## src/rtl/csi_consts.svh

```systemverilog
// Offsets, field positions, reset values and timing counts of the card supply and interrupt block
// Function
// - Interrupt enable register holds one enable per cause, bit 7 down to 0.
// - In synchronous mode enable bit 7 gates the receive-length maximum interrupt.
// - Cleared enable only blocks the request; the cause flag still sets.
// - Writing non-zero supply select starts card activation toward that supply.
// - Supply select decodes 00 off, 01 1.8V, 10 3.0V, 11 5V.
// - Card event or supply good falling starts deactivation automatically.
// - Deactivation steps reset, clock, I/O first, then turns supply off.
// - Policy bit 0 and core fault drive both companion commands high at once.
// - Ready-start set: activation continues only once supply good is 1.
// - Ready-start clear: deactivation begins when supply stable timer expires without supply good.
// - Supply good status bit 3 is read-only, shows card supply stable.
// - Control bit 0 selects circuit power down: 1 down, 0 normal.
// - Supply good checked after timer value times 30.5 us; zero means none.
`ifndef CSI_CONSTS_SVH
`define CSI_CONSTS_SVH

// Register byte addresses
`define CSI_ADDR_STATUS 16'hFE01
`define CSI_ADDR_IRQ_EN 16'hFE02
`define CSI_ADDR_CTRL 16'hFE03
`define CSI_ADDR_TIMER 16'hFE04
`define CSI_ADDR_MODE 16'hFE08

// Reset values
`define CSI_RST_IRQ_EN 8'h00
`define CSI_RST_CTRL 8'h00
`define CSI_RST_TIMER 8'h0F
`define CSI_RST_MODE 8'h00

// Control register fields
`define CSI_SEL_HI 7
`define CSI_SEL_LO 6
`define CSI_POLICY_BIT 5
`define CSI_RDY_BIT 4
`define CSI_GOOD_BIT 3
`define CSI_PD_BIT 0

// Cause bit positions
`define CSI_CAUSE_WAIT 7
`define CSI_CAUSE_CARD 6
`define CSI_CAUSE_TMR 5

// Timing
`define CSI_CLK_NS 100
`define CSI_TICK_NS 30500
`define CSI_TICK_CYCLES ((`CSI_TICK_NS + `CSI_CLK_NS - 1) / `CSI_CLK_NS)
`define CSI_STEP_NS 1000
`define CSI_STEP_CYCLES ((`CSI_STEP_NS + `CSI_CLK_NS - 1) / `CSI_CLK_NS)

`endif

```

## src/rtl/csi_pkg.sv

```systemverilog
// Types shared by the card supply and interrupt block
package csi_pkg;

    // Supply sequencer states
    typedef enum logic [3:0] {
        CSI_IDLE = 4'h0,
        CSI_RAMP = 4'h1,
        CSI_ACT_IO = 4'h2,
        CSI_ACT_CLK = 4'h3,
        CSI_ACTIVE = 4'h4,
        CSI_DEA_RST = 4'h5,
        CSI_DEA_CLK = 4'h6,
        CSI_DEA_IO = 4'h7,
        CSI_DEA_OFF = 4'h8,
        CSI_LOCK = 4'h9
    } csi_state_t;

    // Supply select codes
    typedef enum logic [1:0] {
        CSI_VCC_OFF = 2'h0,
        CSI_VCC_1V8 = 2'h1,
        CSI_VCC_3V0 = 2'h2,
        CSI_VCC_5V0 = 2'h3
    } csi_vsel_t;

endpackage : csi_pkg

```

## src/rtl/csi_top.sv

```systemverilog
// Card supply sequencer, supply control register and card interrupt gating
`include "csi_consts.svh"

module csi_top #(
    parameter int STEP_CYCLES = `CSI_STEP_CYCLES,
    parameter int TICK_CYCLES = `CSI_TICK_CYCLES
) (
    input wire logic clk,
    input wire logic rst_b,
    input wire logic [15:0] addr,
    input wire logic [7:0] wr_data,
    input wire logic wr_en,
    input wire logic rd_en,
    output logic [7:0] rd_data,
    input wire logic wait_timeout_evt,
    input wire logic rx_len_max_evt,
    input wire logic card_event_evt,
    input wire logic rx_avail_evt,
    input wire logic tx_event_evt,
    input wire logic tx_sent_evt,
    input wire logic tx_error_evt,
    input wire logic rx_error_evt,
    input wire logic supply_good_pin,
    input wire logic core_fault_pin,
    output logic irq,
    output logic companion_cmd_low_volt_n,
    output logic companion_cmd_high_volt_n,
    output logic [1:0] supply_level,
    output logic card_rst_n,
    output logic card_clk_en,
    output logic card_io_en,
    output logic circuit_power_down
);

    csi_pkg::csi_state_t state_q;
    csi_pkg::csi_state_t state_d;
    csi_pkg::csi_vsel_t lvl_q;

    logic [7:0] irq_en_q;
    logic [7:0] status_q;
    logic [7:0] timer_q;
    logic [1:0] sel_q;
    logic policy_q;
    logic rdy_q;
    logic pd_q;
    logic sync_mode_q;

    logic good_m_q;
    logic good_s_q;
    logic good_prev_q;
    logic fault_m_q;
    logic fault_s_q;
    logic fault_prev_q;

    logic emerg_q;
    logic auto_q;
    logic [15:0] step_q;

    logic wr_status;
    logic wr_irq_en;
    logic wr_ctrl;
    logic wr_timer;
    logic wr_mode;
    logic start_act;
    logic good_fall;
    logic fault_rise;
    logic emerg_now;
    logic powered;
    logic auto_deact;
    logic fw_deact;
    logic step_done;
    logic tmr_arm;
    logic tmr_expired;
    logic tmr_fail;
    logic [7:0] cause;

    // Address decode
    assign wr_status = wr_en && (addr == `CSI_ADDR_STATUS);
    assign wr_irq_en = wr_en && (addr == `CSI_ADDR_IRQ_EN);
    assign wr_ctrl = wr_en && (addr == `CSI_ADDR_CTRL);
    assign wr_timer = wr_en && (addr == `CSI_ADDR_TIMER);
    assign wr_mode = wr_en && (addr == `CSI_ADDR_MODE);

    // Pin synchronisers; the second stage and its delayed copy for edge detection are looked at
    always_ff @(posedge clk or negedge rst_b) begin
        if (!rst_b) begin
            good_m_q <= 1'b0;
            good_s_q <= 1'b0;
            good_prev_q <= 1'b0;
            fault_m_q <= 1'b0;
            fault_s_q <= 1'b0;
            fault_prev_q <= 1'b0;
        end else begin
            good_m_q <= supply_good_pin;
            good_s_q <= good_m_q;
            good_prev_q <= good_s_q;
            fault_m_q <= core_fault_pin;
            fault_s_q <= fault_m_q;
            fault_prev_q <= fault_s_q;
        end
    end

    assign good_fall = good_prev_q && !good_s_q;
    assign fault_rise = fault_s_q && !fault_prev_q;

    // Interrupt enable register
    always_ff @(posedge clk or negedge rst_b) begin
        if (!rst_b) begin
            irq_en_q <= `CSI_RST_IRQ_EN;
        end else if (wr_irq_en) begin
            irq_en_q <= wr_data;
        end
    end

    // Supply control register; the good bit is never stored from a write
    always_ff @(posedge clk or negedge rst_b) begin
        if (!rst_b) begin
            sel_q <= 2'h0;
            policy_q <= 1'b0;
            rdy_q <= 1'b0;
            pd_q <= 1'b0;
        end else if (wr_ctrl) begin
            // select taken whole from one write
            sel_q <= wr_data[`CSI_SEL_HI:`CSI_SEL_LO];
            policy_q <= wr_data[`CSI_POLICY_BIT];
            rdy_q <= wr_data[`CSI_RDY_BIT];
            pd_q <= wr_data[`CSI_PD_BIT];
        end
    end

    // Timer and mode registers
    always_ff @(posedge clk or negedge rst_b) begin
        if (!rst_b) begin
            timer_q <= `CSI_RST_TIMER;
            sync_mode_q <= 1'b0;
        end else begin
            if (wr_timer) begin
                timer_q <= wr_data;
            end
            if (wr_mode) begin
                sync_mode_q <= wr_data[0];
            end
        end
    end

    // Supply stable timer, armed only while the supply ramps
    assign tmr_arm = (state_q == csi_pkg::CSI_RAMP);

    csi_timer #(
        .TICK_CYCLES(TICK_CYCLES)
    ) u_timer (
        .clk(clk),
        .rst_b(rst_b),
        .arm(tmr_arm),
        .limit(timer_q[3:0]),
        .expired(tmr_expired)
    );

    // expiry without supply good aborts activation
    assign tmr_fail = tmr_expired && !good_s_q;

    // emergency on core fault with policy clear
    assign emerg_now = fault_s_q && !policy_q;

    // Supply is on in these states, so deactivation has work to do
    assign powered = (state_q != csi_pkg::CSI_IDLE) && (state_q != csi_pkg::CSI_LOCK)
        && (state_q != csi_pkg::CSI_DEA_OFF);

    // card event, supply good loss, core fault emergency or timer failure
    assign auto_deact = powered && (card_event_evt || good_fall || emerg_now || tmr_fail);

    // Firmware-driven deactivation by writing a zero select
    assign fw_deact = wr_ctrl && (wr_data[`CSI_SEL_HI:`CSI_SEL_LO] == 2'h0);

    assign start_act = wr_ctrl && (wr_data[`CSI_SEL_HI:`CSI_SEL_LO] != 2'h0)
        && (state_q == csi_pkg::CSI_IDLE);

    // Contact step pacing
    assign step_done = (step_q == 16'(STEP_CYCLES - 1));

    always_ff @(posedge clk or negedge rst_b) begin
        if (!rst_b) begin
            step_q <= 16'h0000;
        end else if (state_d != state_q || step_done) begin
            step_q <= 16'h0000;
        end else begin
            step_q <= step_q + 16'h0001;
        end
    end

    // Sequencer next state
    always_comb begin
        state_d = state_q;
        unique case (state_q)
            csi_pkg::CSI_IDLE: begin
                if (start_act) begin
                    state_d = csi_pkg::CSI_RAMP;
                end
            end
            csi_pkg::CSI_RAMP: begin
                if (auto_deact || fw_deact) begin
                    state_d = csi_pkg::CSI_DEA_RST;
                // wait for good when ready-start set
                end else if (good_s_q && (rdy_q || timer_q[3:0] == 4'h0)) begin
                    state_d = csi_pkg::CSI_ACT_IO;
                end else if (tmr_expired) begin
                    state_d = csi_pkg::CSI_ACT_IO; // Good at expiry
                end
            end
            csi_pkg::CSI_ACT_IO: begin
                if (auto_deact || fw_deact) begin
                    state_d = csi_pkg::CSI_DEA_RST;
                end else if (step_done) begin
                    state_d = csi_pkg::CSI_ACT_CLK;
                end
            end
            csi_pkg::CSI_ACT_CLK: begin
                if (auto_deact || fw_deact) begin
                    state_d = csi_pkg::CSI_DEA_RST;
                end else if (step_done) begin
                    state_d = csi_pkg::CSI_ACTIVE;
                end
            end
            csi_pkg::CSI_ACTIVE: begin
                if (auto_deact || fw_deact) begin
                    state_d = csi_pkg::CSI_DEA_RST;
                end
            end
            // reset, clock, I/O before supply off
            csi_pkg::CSI_DEA_RST: begin
                if (step_done) begin
                    state_d = csi_pkg::CSI_DEA_CLK;
                end
            end
            csi_pkg::CSI_DEA_CLK: begin
                if (step_done) begin
                    state_d = csi_pkg::CSI_DEA_IO;
                end
            end
            csi_pkg::CSI_DEA_IO: begin
                if (step_done) begin
                    state_d = csi_pkg::CSI_DEA_OFF;
                end
            end
            csi_pkg::CSI_DEA_OFF: begin
                if (step_done) begin
                    state_d = auto_q ? csi_pkg::CSI_LOCK : csi_pkg::CSI_IDLE;
                end
            end
            csi_pkg::CSI_LOCK: begin
                // select must read zero before rearming
                if (sel_q == 2'h0) begin
                    state_d = csi_pkg::CSI_IDLE;
                end
            end
            default: begin
                state_d = csi_pkg::CSI_IDLE;
            end
        endcase
    end

    always_ff @(posedge clk or negedge rst_b) begin
        if (!rst_b) begin
            state_q <= csi_pkg::CSI_IDLE;
        end else begin
            state_q <= state_d;
        end
    end

    // Remember whether this deactivation was automatic
    always_ff @(posedge clk or negedge rst_b) begin
        if (!rst_b) begin
            auto_q <= 1'b0;
        end else if (start_act) begin
            auto_q <= 1'b0;
        end else if (auto_deact) begin
            auto_q <= 1'b1;
        end
    end

    // Target level latched at activation start
    always_ff @(posedge clk or negedge rst_b) begin
        if (!rst_b) begin
            lvl_q <= csi_pkg::CSI_VCC_OFF;
        end else if (start_act) begin
            lvl_q <= csi_pkg::csi_vsel_t'(wr_data[`CSI_SEL_HI:`CSI_SEL_LO]);
        end else if (state_q == csi_pkg::CSI_DEA_OFF) begin
            lvl_q <= csi_pkg::CSI_VCC_OFF;
        end
    end

    // Emergency hold; kept until the sequencer is back at rest
    always_ff @(posedge clk or negedge rst_b) begin
        if (!rst_b) begin
            emerg_q <= 1'b0;
        end else if (emerg_now) begin
            emerg_q <= 1'b1;
        end else if (state_q == csi_pkg::CSI_IDLE || state_q == csi_pkg::CSI_LOCK) begin
            emerg_q <= 1'b0;
        end
    end

    // Companion supply commands, active low
    always_ff @(posedge clk or negedge rst_b) begin
        if (!rst_b) begin
            companion_cmd_low_volt_n <= 1'b1;
            companion_cmd_high_volt_n <= 1'b1;
        end else if (emerg_now || emerg_q) begin
            companion_cmd_low_volt_n <= 1'b1;
            companion_cmd_high_volt_n <= 1'b1;
        end else if (powered && state_d != csi_pkg::CSI_DEA_OFF) begin
            // 5V on the high line, others low line
            companion_cmd_low_volt_n <= !(lvl_q == csi_pkg::CSI_VCC_1V8 || lvl_q == csi_pkg::CSI_VCC_3V0);
            companion_cmd_high_volt_n <= !(lvl_q == csi_pkg::CSI_VCC_5V0);
        end else begin
            companion_cmd_low_volt_n <= 1'b1;
            companion_cmd_high_volt_n <= 1'b1;
        end
    end

    // Card contacts follow the sequencer
    always_ff @(posedge clk or negedge rst_b) begin
        if (!rst_b) begin
            card_rst_n <= 1'b0;
            card_clk_en <= 1'b0;
            card_io_en <= 1'b0;
            supply_level <= 2'h0;
        end else begin
            card_rst_n <= (state_d == csi_pkg::CSI_ACTIVE);
            card_clk_en <= (state_d == csi_pkg::CSI_ACT_CLK) || (state_d == csi_pkg::CSI_ACTIVE)
                || (state_d == csi_pkg::CSI_DEA_RST && card_clk_en); // Clock outlives reset by one step
            card_io_en <= (state_d == csi_pkg::CSI_ACT_IO) || (state_d == csi_pkg::CSI_ACT_CLK)
                || (state_d == csi_pkg::CSI_ACTIVE)
                || ((state_d == csi_pkg::CSI_DEA_RST || state_d == csi_pkg::CSI_DEA_CLK) && card_io_en);
            supply_level <= (state_d == csi_pkg::CSI_DEA_OFF || !powered && state_d != csi_pkg::CSI_RAMP)
                ? 2'h0 : lvl_q;
        end
    end

    // Cause sources; bit 7 changes meaning in synchronous mode
    always_comb begin
        cause = {1'b0, 1'b0, 1'b0, rx_avail_evt, tx_event_evt, tx_sent_evt, tx_error_evt, rx_error_evt};
        cause[`CSI_CAUSE_WAIT] = sync_mode_q ? rx_len_max_evt : wait_timeout_evt;
        cause[`CSI_CAUSE_CARD] = card_event_evt || tmr_fail || fault_rise;
        cause[`CSI_CAUSE_TMR] = tmr_expired;
    end

    // flags set regardless of enables; set beats clear
    always_ff @(posedge clk or negedge rst_b) begin
        if (!rst_b) begin
            status_q <= 8'h00;
        end else begin
            status_q <= (status_q & ~(wr_status ? wr_data : 8'h00)) | cause;
        end
    end

    // one request from any enabled flag
    always_ff @(posedge clk or negedge rst_b) begin
        if (!rst_b) begin
            irq <= 1'b0;
        end else begin
            irq <= |(status_q & irq_en_q);
        end
    end

    // power down follows control bit 0
    always_ff @(posedge clk or negedge rst_b) begin
        if (!rst_b) begin
            circuit_power_down <= 1'b0;
        end else begin
            circuit_power_down <= pd_q;
        end
    end

    // Read data stands only in the cycle after the strobe
    always_ff @(posedge clk or negedge rst_b) begin
        if (!rst_b) begin
            rd_data <= 8'h00;
        end else if (!rd_en) begin
            rd_data <= 8'h00;
        end else begin
            unique case (addr)
                `CSI_ADDR_STATUS: begin
                    rd_data <= status_q;
                end
                `CSI_ADDR_IRQ_EN: begin
                    rd_data <= irq_en_q;
                end
                `CSI_ADDR_CTRL: begin
                    rd_data <= {sel_q, policy_q, rdy_q, good_s_q, 2'h0, pd_q};
                end
                `CSI_ADDR_TIMER: begin
                    rd_data <= timer_q;
                end
                `CSI_ADDR_MODE: begin
                    rd_data <= {7'h00, sync_mode_q};
                end
                default: begin
                    rd_data <= 8'h00; // Unmapped reads zero
                end
            endcase
        end
    end

endmodule : csi_top

```

## src/rtl/csi_timer.sv

```systemverilog
// Supply stable timer: counts 30.5 us ticks up to a 4-bit limit
`include "csi_consts.svh"

module csi_timer #(
    parameter int TICK_CYCLES = `CSI_TICK_CYCLES
) (
    input wire logic clk,
    input wire logic rst_b,
    input wire logic arm,
    input wire logic [3:0] limit,
    output logic expired
);

    logic [15:0] div_q;
    logic [3:0] cnt_q;
    logic done_q;
    logic tick;

    assign tick = (div_q == 16'(TICK_CYCLES - 1));

    // Tick divider, only runs while armed so each check starts fresh
    always_ff @(posedge clk or negedge rst_b) begin
        if (!rst_b) begin
            div_q <= 16'h0000;
        end else if (!arm || tick) begin
            div_q <= 16'h0000;
        end else begin
            div_q <= div_q + 16'h0001;
        end
    end

    always_ff @(posedge clk or negedge rst_b) begin
        if (!rst_b) begin
            cnt_q <= 4'h0;
            done_q <= 1'b0;
            expired <= 1'b0;
        end else if (!arm) begin
            cnt_q <= 4'h0;
            done_q <= 1'b0;
            expired <= 1'b0;
        end else begin
            expired <= 1'b0;
            if (tick && !done_q && limit != 4'h0) begin
                cnt_q <= cnt_q + 4'h1;
                if (cnt_q + 4'h1 == limit) begin
                    done_q <= 1'b1; // One pulse per arming
                    expired <= 1'b1;
                end
            end
        end
    end

endmodule : csi_timer

```

## config.mk

```make
export PLATFORM = sky130hd
export DESIGN_NAME = csi_top
export DESIGN_NICKNAME = d
export VERILOG_FILES = /design/src/rtl/csi_pkg.sv /design/src/rtl/csi_top.sv /design/src/rtl/csi_timer.sv
export VERILOG_INCLUDE_DIRS = /design/src /design/src/rtl
export SDC_FILE = /design/constraint.sdc
export NUM_CORES = 1
export LEC_CHECK = 0
export ABC_AREA = 0
export BUFFER_PORTS_ARGS = -buffer_cell sky130_fd_sc_hd__buf_2
export CORE_MARGIN = 1
export CORE_UTILIZATION = 60
export CTS_BUF_LIST = sky130_fd_sc_hd__clkbuf_2
export CTS_CLUSTER_SIZE = 16
export DETAILED_ROUTE_END_ITERATION = 7
export GPL_ROUTABILITY_DRIVEN = 0
export PLACE_DENSITY = 0.79
export RECOVER_POWER = 100
export SLEW_MARGIN = 20
export SYNTH_ARGS = -nofsm -noshare
export SYNTH_HDL_FRONTEND = slang
export SYNTH_SLANG_ARGS = --single-unit
```

## constraint.sdc

```tcl
create_clock -name clk -period 3.6 [get_ports clk]
set_input_delay 0.18 -clock clk [delete_from_list [all_inputs] [get_ports clk]]
set_output_delay 0.18 -clock clk [all_outputs]
set_load 0.005 [all_outputs]
```

# --- Word-level counts from Yosys, hierarchy flattened ---
# Cells that the tools add are included.
word_totals:
  reg_bits: 99
  in_bits: 38
  output_inout_bits: 17
classes:
  add_sub_neg: 3
  n_eq_ne: 33
  mux: 41
  bitwise: 4
  n_reduce_logical: 61
ops:
  columns: ["operator", "count"]
  rows:
  - ["equality test 16 bit (second input constant)", 5]
  - ["2-to-1 mux 4 bit", 17]
  - ["case mux 4 bit (10 select lines)", 1]
  - ["case mux 8 bit (5 select lines)", 1]
  - ["adder 16 x 1 -> 16 bit (second input constant)", 2]
  - ["2-to-1 mux 16 bit", 2]
  - ["equality test 4 x 3 -> 1 bit (second input constant)", 7]
  - ["logical AND 1 bit", 22]
  - ["logical OR 1 bit", 19]
  - ["AND 8 bit", 2]
  - ["equality test 16 x 4 -> 1 bit (second input constant)", 1]
  - ["equality test 16 x 9 -> 1 bit (second input constant)", 1]
  - ["equality test 4 x 2 -> 1 bit (second input constant)", 4]
  - ["2-to-1 mux 8 bit", 2]
  - ["2-to-1 mux 1 bit", 15]
  - ["equality test 4 bit (second input constant)", 3]
  - ["!= test 4 bit (second input constant)", 3]
  - ["zero test 1 bit", 8]
  - ["zero test 4 bit", 2]
  - ["NOT 8 bit", 1]
  - ["bitwise OR 8 bit", 1]
  - ["nonzero test 2 bit", 4]
  - ["nonzero test 4 bit", 2]
  - ["OR reduction 8 bit", 1]
  - ["other kinds (11)", 16]

# --- Longest topological paths before layout ---
# Gate-level depths: netlist of the first run.
logic_depth:
  ltp_word: 13
  depth_mapped: 10

# --- Hierarchy ---
# From an unflattened synthesis of the first run, not the netlist that was laid out.
unflattened:
  cells_unflattened: 460
  hier_area_um2: 4853.4
modules_own_cells:
  columns: ["mod", "instances", "cells_each", "area_per_inst_um2", "seq_area_each_um2"]
  rows:
  - ["csi_top", 1, 342, 3681.0, 1934.4]
  - ["csi_timer", 1, 118, 1172.4, 550.5]

# --- Least setup slack after synthesis of the first run ---
# No wires, ideal clock.
synth_timing:
  kind: "reg-to-reg"
  from: "reg step_q[6]"
  to: "reg step_q[10]"
  setup_ns: 0.071
  t_arrival_ns: 2.732
  required_time_ns: 3.529
  slack_ns: 0.796
  path_stages_with_launch: 9
  path_buffers: 1
  cell_sequence: "dfrtp_1 -> or4_4 -> nor4_4 -> nand4_1 -> o2111a_1 -> a221o_1 -> a221o_1 -> buf_6 -> nor2_1"
synth_between:
  elab_chain_len: 7
synth_rtl:
  columns: ["element", "line", "rtl"]
  rows:
  - ["start: declaration", "csi_top.sv:57", "logic [15:0] step_q;"]
  - ["start signal: assignment", "csi_top.sv:187", "step_q <= step_q + 16'h0001;"]
  - ["equality test 16 x 4 -> 1 bit", "csi_top.sv:179", "assign step_done = (step_q == 16'(STEP_CYCLES - 1));"]
  - ["2-to-1 mux 4 bit (on tied branches)", "csi_top.sv:220, csi_top.sv:213", null]
  - ["2-to-1 mux 4 bit (on tied branches)", "csi_top.sv:218, csi_top.sv:211", null]
  - ["case mux 4 bit (10 select lines)", "csi_top.sv:194", "unique case (state_q)"]
  - ["!= test 4 bit", "csi_top.sv:184", "end else if (state_d != state_q || step_done) begin"]
  - ["logical OR 1 bit", "csi_top.sv:184", null]
  - ["2-to-1 mux 16 bit *", "csi_top.sv:184", null]
# Every way passes the cells marked *; elsewhere a longest branch is shown, timed or not.
# A chain may end at the register's enable or synchronous reset.

# --- Worst setup path after layout of the first run ---
layout_timing:
  from: "reg step_q[6]"
  to: "reg step_q[13]"
# The elaborated chain is that of the path after synthesis.

==> flow_metrics.env, run 1 <==
export IMPL_cts_buffer_depth=2
export IMPL_r2r_end="step_q[13]"
export IMPL_ant_nets=0
export IMPL_busiest_layer="met2"
export IMPL_cts_buffers_inserted=9
export IMPL_synth_warnings=0
export IMPL_syn_area_um2=4740
export IMPL_pwr_share_seq_pct=58.5
export IMPL_hp_start="rd_en"
export IMPL_worst_setup_path_type="flop to flop"
export IMPL_wire_per_inst_um=16.1
export IMPL_first_global_vias=3769
export IMPL_start_util_pct=61.7
export IMPL_finalMaxSlewViolations=106
export IMPL_clkLatencyLatePin_ns=0.53
export IMPL_crit_path_end_kind="flop"
export IMPL_clk_pin_slew_ns=0.26
export IMPL_die_y_um=90.9
export IMPL_intPower_mw=1.52
export IMPL_swShare_pct=20.7
export IMPL_htree_levels=3
export IMPL_finClkSkew_ns=0.0290
export IMPL_cp_start_kind="flop"
export IMPL_async_flop_share_pct=100
export IMPL_crit_arrival_ns=3.62
export IMPL_min_period_ns=3.14
export IMPL_finalPower_mw=1.92
export IMPL_syn_avg_cell_area_um2=10.3
export IMPL_relSlewSlack_pct=-40.0
export IMPL_r2r_start="step_q[6]"
export IMPL_fp_dieArea_um2=8270
export IMPL_grt_use_met1_pct=33.8
export IMPL_drive_above_1_share_pct=18.2
export IMPL_rsz0062_at_grt="false"
export IMPL_max_cap_violations=2
export IMPL_antenna_found_initial=0
export IMPL_p_per_area_nw_per_um2=347
export IMPL_groute_usage_overall_pct=27.0
export IMPL_status="finished with violations"
export IMPL_cp_required_ns=4.08
export IMPL_drtIter0Drc=232
export IMPL_r2r_slack_ns=0.46
export IMPL_cts_tree="done"
export IMPL_routed_via_count=3810
export IMPL_finalWirelength_um=10500
export IMPL_hpwl_um=7080
export IMPL_fmax_ghz=0.318
export IMPL_layout_cells_non_filler=650
export IMPL_ys_ff_latch=99
export IMPL_cts_root_buffer="clkbuf_2"
export IMPL_routed_via_density=5.86
export IMPL_grt_start_max_net_pins=89
export IMPL_path_max_fanout=16
export IMPL_hold_depth=3
export IMPL_drt_pass1_iter_count=6
export IMPL_io_pins=55
export IMPL_dp_cells=609
export IMPL_synth_edf_count=0
export IMPL_tns_ns=0
export IMPL_antenna_cells=0
export IMPL_hold_viol=0
export IMPL_clock_sinks=99
export IMPL_synth_nets=504
export IMPL_p_comb_share_pct=4.2
export IMPL_min_to="rd_data[4]"
export IMPL_nets=587
export IMPL_overflow=0
export IMPL_route_detailed_drc=0
export IMPL_use_met2_pct=46.9
export IMPL_min_path_type="input pin to flop"
export IMPL_power_frac_clock_pct=37.3
export IMPL_synth_distinct_cells=54
export IMPL_port_buffers=54
export IMPL_worst_pin_slew_ns=2.10
export IMPL_violations="max-capacitance violations, max-slew violations"
export IMPL_syn_instance_count=460
export IMPL_final_cell_mix="dfrtp_1 (93), nor2_1 (59), buf_2 (47)"
export IMPL_die_x_um=90.9
export IMPL_area_growth_pct=16.4
export IMPL_grt_pass1_wl_um=17600
export IMPL_worst_ir_drop_vdd_v=0.000260
export IMPL_fin_crit_sh_pct=87.2
export IMPL_r2r_cells=7
export IMPL_whs_ns=0.0726
export IMPL_finalSetupViolations=0
export IMPL_ys_seq_area_share_pct=52.4
export IMPL_row_count=32
export IMPL_met3_usage_pct=6.06
export IMPL_synth_main_ff_cell="dfrtp_1"
export IMPL_core_um2=7690
export IMPL_p_leak_nw=2.47
export IMPL_p_sw_mw=0.396
export IMPL_fin_util_pct=71.8
export IMPL_final_common_cell="dfrtp_1"
-- cell usage after synthesis, drive strengths merged (6+ instances only) --
| cell type | number | area, um2 |
|---|---|---|
| xnor2 | 11 | 96.3 |
| a22oi | 14 | 105 |
| or3 | 7 | 43.8 |
| and3 | 6 | 37.5 |
| a21o | 6 | 45.0 |
| nand2 | 41 | 154 |
| ha | 6 | 75.1 |
| nor4 | 8 | 71.3 |
| nand3 | 24 | 120 |
| nand2b | 8 | 50.1 |
| o21ai | 8 | 40.0 |
| nand4 | 9 | 56.3 |
| a21oi | 21 | 105 |
| mux2 | 22 | 248 |
| inv | 17 | 63.8 |
| dfrtp | 93 | 2330 |
| nor2 | 59 | 221 |
| clkbuf | 11 | 41.3 |
| dfstp | 6 | 158 |
| nor3 | 8 | 40.0 |
| xor2 | 19 | 166 |
-- what timing repair did --
action | CTS | global route
resized for setup | 0 | 0
endpoints found under the hold margin | 115 | 0
hold buffers | 25 | 0
setup buffers | 0 | 0
-- worst max-delay path, cell delays in order (launching register included) --
cell	delay, ns
dfrtp_1	0.49
or4_1	0.58
nor4_4	0.45
nand4_1	0.18
o2111a_1	0.30
a221o_1	0.35
a221o_1	0.54
nor2_1	0.19
-- how the worst max path moves through the flow --
stage / from / to
global route: step_q[6] / step_q[1]
floorplan: step_q[6] / step_q[10]
global placement: step_q[6] / step_q[8]
finish: step_q[6] / step_q[13]
detailed placement: step_q[6] / step_q[11]
CTS: step_q[6] / step_q[10]
-- per-stage QoR --
stage,setup slack [ns],instance area [um2]
after global placement,0.654,5130
after CTS,0.495,5560
after floorplan,0.796,4740
after detailed placement,0.558,5130
after global routing,0.264,5520
final,0.460,5520
-- routing by layer --
layer	vias up	share of wire (%)
met5	-	0
met4	0	1.5
met3	17	4.0
met2	94	52
met1	1878	42
li1	1821	-
-- area by class of cell --
| class | instances | area (um2) |
|---|---|---|
| Inverter | 17 | 63.8 |
| Sequential cell | 99 | 2480 |
| Clock buffer | 10 | 50.0 |
| Tap cell | 102 | 128 |
| Timing Repair Buffer | 84 | 536 |
| Clock inverter | 6 | 128 |
| Fill cell | 566 | 2160 |
| Multi-Input combinational cell | 332 | 2130 |
-- cells by family (layout without fill, tap and decap cells) --
logic type	Yosys count	in the layout	synth area share (%)
AO/OA/AOI/OAI	76	76	11.3
flip-flops	99	99	52.4
multiplexers	22	22	5.22
XOR/XNOR	30	30	5.54
buffers and inverters	29	117	2.45
AND/OR/NAND/NOR	198	198	21.5
adder cells (fa/ha/maj)	6	6	1.58
-- registers in the layout (all words and copies together), names as in the netlist, 2 cells and up --
signal / flops
step_q: 16
u_timer.div_q: 16
irq_en_q: 8
rd_data: 8
status_q: 8
timer_q: 8
state_q: 4
u_timer.cnt_q: 4
lvl_q: 2
sel_q: 2
supply_level: 2
-- power by group through the flow --
stage	registers (mW)	logic (mW)	clock network, mW
6_report	1.12	0.0799	0.715
5_1_grt	1.12	0.0896	0.775
3_5_place_dp	1.14	0.0663	0
2_1_floorplan	1.14	0.0152	0
4_1_cts	1.12	0.0816	0.728
3_3_place_gp	1.14	0.0636	0
(Power assumes the default switching activity.)
==> run 2, diff against run 1 <==
- CORE_UTILIZATION: 60 -> 58
- CTS_BUF_LIST: sky130_fd_sc_hd__clkbuf_2 -> not set
- GPL_ROUTABILITY_DRIVEN: 0 -> not set
- PLACE_DENSITY: 0.79 -> 0.76
==> flow_metrics.env, run 2 (synthesis results as in run 1) <==
export IMPL_route_detailed_drc=0
export IMPL_p_leak_nw=2.42
export IMPL_htree_levels=3
export IMPL_hold_viol=0
export IMPL_drt_pass1_iter_count=5
export IMPL_tns_ns=0
export IMPL_crit_chain="or4_1 > nor4_4 > nand4_1 > o2111a_1 > a221o_1 > a221o_1 > nor2_1"
export IMPL_r2r_slack_ns=0.40
export IMPL_critical_path_slowest_cell="or4_1"
export IMPL_multi_input_area_um2=2130
export IMPL_clkLatencyLatePin_ns=0.36
export IMPL_top_regs="step_q (16), u_timer.div_q (16)"
export IMPL_finalWirelength_um=9720
export IMPL_grt_start_max_net_pins=87
export IMPL_post_cts_setup_buffer_count=0
export IMPL_finalSetupViolations=0
export IMPL_min_path_type="input pin to flop"
export IMPL_routed_via_count=3688
export IMPL_path_max_fanout=16
export IMPL_worst_ir_drop_vdd_v=0.000233
export IMPL_finClkSkew_ns=0.00897
export IMPL_io_pins=55
export IMPL_nets=571
export IMPL_cts_resized=0
export IMPL_die_y_um=92.4
export IMPL_fmax_ghz=0.313
export IMPL_fp_dieArea_um2=8550
export IMPL_layout_cells_non_filler=634
export IMPL_core_um2=7810
export IMPL_fin_crit_sh_pct=88.8
export IMPL_dpl_worst_slack_ns=0.511
export IMPL_dp_cells=610
export IMPL_finalMaxSlewViolations=87
export IMPL_first_global_vias=3614
export IMPL_use_met2_pct=40.6
export IMPL_timing_final_ws_setup_ns=0.405
export IMPL_port_buffers=54
export IMPL_wire_per_inst_um=15.3
export IMPL_antenna_cells=0
export IMPL_cp_start_kind="flop"
export IMPL_min_period_ns=3.20
export IMPL_finalPower_mw=1.99
export IMPL_max_cap_violations=1
export IMPL_p_per_area_nw_per_um2=369
export IMPL_critPathTopFamily="simple AND/OR/NAND/NOR gates"
export IMPL_drive_above_1_share_pct=18.6
export IMPL_place_gp_congestion=0.895
export IMPL_cts_root_buffer="clkbuf_8"
export IMPL_clock_sinks=99
export IMPL_grt_use_met1_pct=33.3
export IMPL_busiest_layer="met2"
export IMPL_area_growth_pct=13.9
export IMPL_violations="max-capacitance violations, max-slew violations"
export IMPL_antenna_found_initial=0
export IMPL_worst_setup_path_type="flop to flop"
export IMPL_final_common_cell="dfrtp_1"
export IMPL_clk_pin_slew_ns=0.10
export IMPL_dpl_instance_area_um2=5140
export IMPL_die_x_um=92.4
export IMPL_cts_tree="done"
export IMPL_whs_ns=0.0480
export IMPL_crit_path_end_kind="flop"
export IMPL_crit_arrival_ns=3.48
export IMPL_cts_buffers_inserted=9
export IMPL_stdcell_area_um2=5410
export IMPL_cts_buffer_depth=2
export IMPL_drtIter0Drc=200
export IMPL_routed_via_density=5.82
export IMPL_max_stage_delay_ns=0.59
export IMPL_grt_pass1_wl_um=16800
export IMPL_hpwl_um=6850
export IMPL_cp_num_buf_inv=0
export IMPL_cp_common_cell="a221o_1"
export IMPL_cp_required_ns=3.88
export IMPL_row_count=32
export IMPL_worst_pin_slew_ns=2.05
export IMPL_area_sequential_um2=2480
export IMPL_fillers=631
export IMPL_met3_usage_pct=4.76
export IMPL_final_cell_mix="dfrtp_1 (93), nor2_1 (59), buf_2 (44)"
export IMPL_rsz0062_at_grt="false"
export IMPL_relSlewSlack_pct=-36.5
export IMPL_overflow=0
export IMPL_ant_nets=0
export IMPL_groute_usage_overall_pct=24.8
export IMPL_status="finished with violations"
export IMPL_start_util_pct=60.8
export IMPL_fin_util_pct=69.2
==> run 2: cell types whose count changed in the layout (fill, tap and decap cells not counted), sizes merged <==
| cell | delta |
|---|---|
| buf | -3 |
| inv | +3 |
| dlygate4sd3 | -17 |
| bufinv | -2 |
| clkbuf | +3 |
==> run 2: metal layers <==
layer	wire length, um	share of wire [%]
met2	4700	48
met1	4300	44
met3	512	5.3
met4	213	2.2
met5	0	0
==> run 2: path summary, 6_finish.rpt <==
| kind | depth (start not counted) | to | start |
|---|---|---|---|
| worst max-delay path | 7 | step_q[5] | step_q[6] |
| worst min-delay path | 2 | status_q[7] | rx_len_max_evt |
| worst max register to register | 7 | step_q[5] | step_q[6] |
| max in group asynchronous | 3 | card_io_en | rst_b |
| worst min register to register | 0 | good_s_q | good_m_q |
| min in group asynchronous | 2 | status_q[1] | rst_b |
==> run 2: layout make-up <==
type                       count  share of cell area (%)
inverter                      17                    1.18
tap                          102                    2.36
multi-input combinational    332                    39.5
sequential                    99                    46.0
timing repair buffer          68                    6.76
clock buffer                   9                    2.29
clock inverter                 7                    1.97
==> run 2: repair_timing <==
action,4_1_cts,5_1_grt
endpoints found under the hold margin,7,81
setup endpoints to repair,0,0
hold buffers,7,1
==> run 2: power by group <==
| part | switching, mW | total, mW | internal, mW |
|---|---|---|---|
| logic | 0.0427 | 0.0696 | 0.0269 |
| registers | 0.00287 | 1.12 | 1.12 |
| clock network | 0.402 | 0.805 | 0.404 |
| total | 0.447 | 1.99 | 1.55 |
==> run 3, diff against run 2 <==
- BUFFER_PORTS_ARGS: -buffer_cell sky130_fd_sc_hd__buf_2 -> not set
- CORE_UTILIZATION: 58 -> 60
- DONT_BUFFER_PORTS: not set -> 1
- PLACE_DENSITY: 0.76 -> 0.73
==> flow_metrics.env, run 3 (synthesis results as in run 1) <==
export IMPL_min_to="status_q[7]"
export IMPL_routed_via_density=6.16
export IMPL_first_global_vias=3634
export IMPL_min_period_ns=3.16
export IMPL_dpl_instance_area_um2=4860
export IMPL_r2r_start="step_q[6]"
export IMPL_wire_per_inst_um=16.6
export IMPL_crit_path_end_kind="flop"
export IMPL_finalSetupViolations=0
export IMPL_cts_tree="done"
export IMPL_swShare_pct=24.2
export IMPL_cts_buffers_inserted=9
export IMPL_relSlewSlack_pct=-57.1
export IMPL_stdcell_area_um2=5270
export IMPL_drt_pass1_iter_count=6
export IMPL_drive_above_1_share_pct=11.3
export IMPL_routed_via_count=3670
export IMPL_port_buffers=0
export IMPL_clkLatencyLatePin_ns=0.37
export IMPL_crit_chain="or4_1 > nor4_4 > nand4_1 > o2111a_1 > a221o_1 > a221o_1 > nor2_1"
export IMPL_die_x_um=90.9
export IMPL_worst_ir_drop_vdd_v=0.000218
export IMPL_hold_depth=2
export IMPL_hold_viol=0
export IMPL_row_count=32
export IMPL_antenna_found_initial=0
export IMPL_p_comb_share_pct=2.9
export IMPL_min_path_type="input pin to flop"
export IMPL_place_gp_congestion=0.885
export IMPL_worst_pin_slew_ns=2.36
export IMPL_finClkSkew_ns=0.0158
export IMPL_fillers=606
export IMPL_critPathTopFamily="simple AND/OR/NAND/NOR gates"
export IMPL_tns_ns=0
export IMPL_htree_levels=3
export IMPL_path_max_fanout=16
export IMPL_groute_usage_overall_pct=26.0
export IMPL_power_frac_clock_pct=36.4
export IMPL_io_pins=55
export IMPL_critical_path_slowest_cell="or4_1"
export IMPL_start_util_pct=61.7
export IMPL_max_stage_delay_ns=0.59
export IMPL_violations="max-capacitance violations, max-slew violations"
export IMPL_fmax_ghz=0.316
export IMPL_cts_root_buffer="clkbuf_8"
export IMPL_grt_pass1_wl_um=17000
export IMPL_final_cell_mix="dfrtp_1 (93), nor2_1 (59), nand2_1 (41)"
export IMPL_multi_input_area_um2=2140
export IMPL_clk_pin_slew_ns=0.10
export IMPL_die_y_um=90.9
export IMPL_finalWirelength_um=9870
export IMPL_clock_sinks=99
export IMPL_r2r_cells=7
export IMPL_status="finished with violations"
export IMPL_fin_crit_sh_pct=87.8
export IMPL_cp_num_buf_inv=0
export IMPL_r2r_slack_ns=0.44
export IMPL_ant_nets=0
export IMPL_core_um2=7690
export IMPL_p_sw_mw=0.445
export IMPL_hpwl_um=6560
export IMPL_antenna_cells=0
export IMPL_cts_buffer_depth=2
export IMPL_crit_arrival_ns=3.45
export IMPL_drtIter0Drc=220
export IMPL_max_cap_violations=1
export IMPL_finalMaxSlewViolations=100
export IMPL_r2r_end="step_q[4]"
export IMPL_final_common_cell="dfrtp_1"
export IMPL_post_cts_setup_buffer_count=0
export IMPL_overflow=0
export IMPL_top_regs="step_q (16), u_timer.div_q (16)"
export IMPL_pwr_share_seq_pct=60.7
export IMPL_rsz0062_at_grt="false"
export IMPL_intPower_mw=1.40
export IMPL_worst_setup_path_type="flop to flop"
export IMPL_route_detailed_drc=0
export IMPL_grt_start_max_net_pins=100
export IMPL_cp_start_kind="flop"
export IMPL_nets=533
export IMPL_area_growth_pct=11.0
export IMPL_cp_common_cell="a221o_1"
export IMPL_fp_dieArea_um2=8270
export IMPL_p_per_area_nw_per_um2=350
export IMPL_cp_required_ns=3.89
export IMPL_p_leak_nw=2.25
export IMPL_hp_start="wr_data[7]"
export IMPL_area_sequential_um2=2480
-- run 3: changes by cell type in the layout (fill, tap and decap cells not counted) --
cell and delta:
nor4_1 -1, inv_8 -1, inv_6 +1, clkinvlp_4 +2, clkbuf_1 -10, nor4_2 +1
dlygate4sd3_1 +16, bufinv_16 -2, buf_2 -44
-- run 3: layout make-up --
class | count | share of cell area [%]
inverter | 17 | 1.21
sequential | 99 | 47.2
clock buffer | 9 | 2.35
tap | 102 | 2.42
timing repair buffer | 30 | 5.08
multi-input combinational | 332 | 40.6
clock inverter | 7 | 1.12
-- run 3: power by group through the flow --
| stage | registers (mW) | logic (mW) | clock network, mW |
|---|---|---|---|
| after floorplan | 1.14 | 0.0152 | 0 |
| after global placement | 1.14 | 0.0130 | 0 |
| after detailed placement | 1.14 | 0.0135 | 0 |
| after CTS | 1.12 | 0.0580 | 0.685 |
| after global routing | 1.12 | 0.0603 | 0.730 |
| final | 1.12 | 0.0531 | 0.671 |
-- run 3: repair_timing --
item	in CTS	in global routing
resized for setup	0	0
hold endpoints to repair	133	0
hold buffers	25	0
-- run 3: routing by layer --
layer	GRT usage, %	vias to the layer above	share of wire, %
li1	-	1717	-
met1	34.5	1816	44
met2	42.7	120	49
met3	5.05	17	4.9
met4	9.13	0	1.7
met5	0	-	0
-- run 3: through the flow --
step | instances | hold WS [ns] | setup WS, ns | power [mW] | utilization, %
floorplan | 460 | -0.116 | 0.796 | 1.15 | -
global placement | 555 | -0.114 | 0.651 | 1.15 | 63.2
detailed placement | 555 | -0.114 | 0.529 | 1.15 | 63.2
CTS | 596 | 0.00547 | 0.513 | 1.86 | 69.0
global route | 596 | 0.0164 | 0.291 | 1.91 | 68.5
finish | 596 | 0.0257 | 0.439 | 1.84 | 68.5
-- run 3: how the worst max path moves through the flow --
stage                     slack [ns]          to  cells past startpoint      start
after detailed placement        0.53   step_q[5]                      7  step_q[6]
after global placement          0.65  step_q[10]                      7  step_q[6]
after CTS                       0.51   step_q[5]                      7  step_q[6]
after global routing            0.29  step_q[11]                      7  step_q[6]
after floorplan                 0.80  step_q[10]                      8  step_q[6]
final                           0.44   step_q[4]                      7  step_q[6]
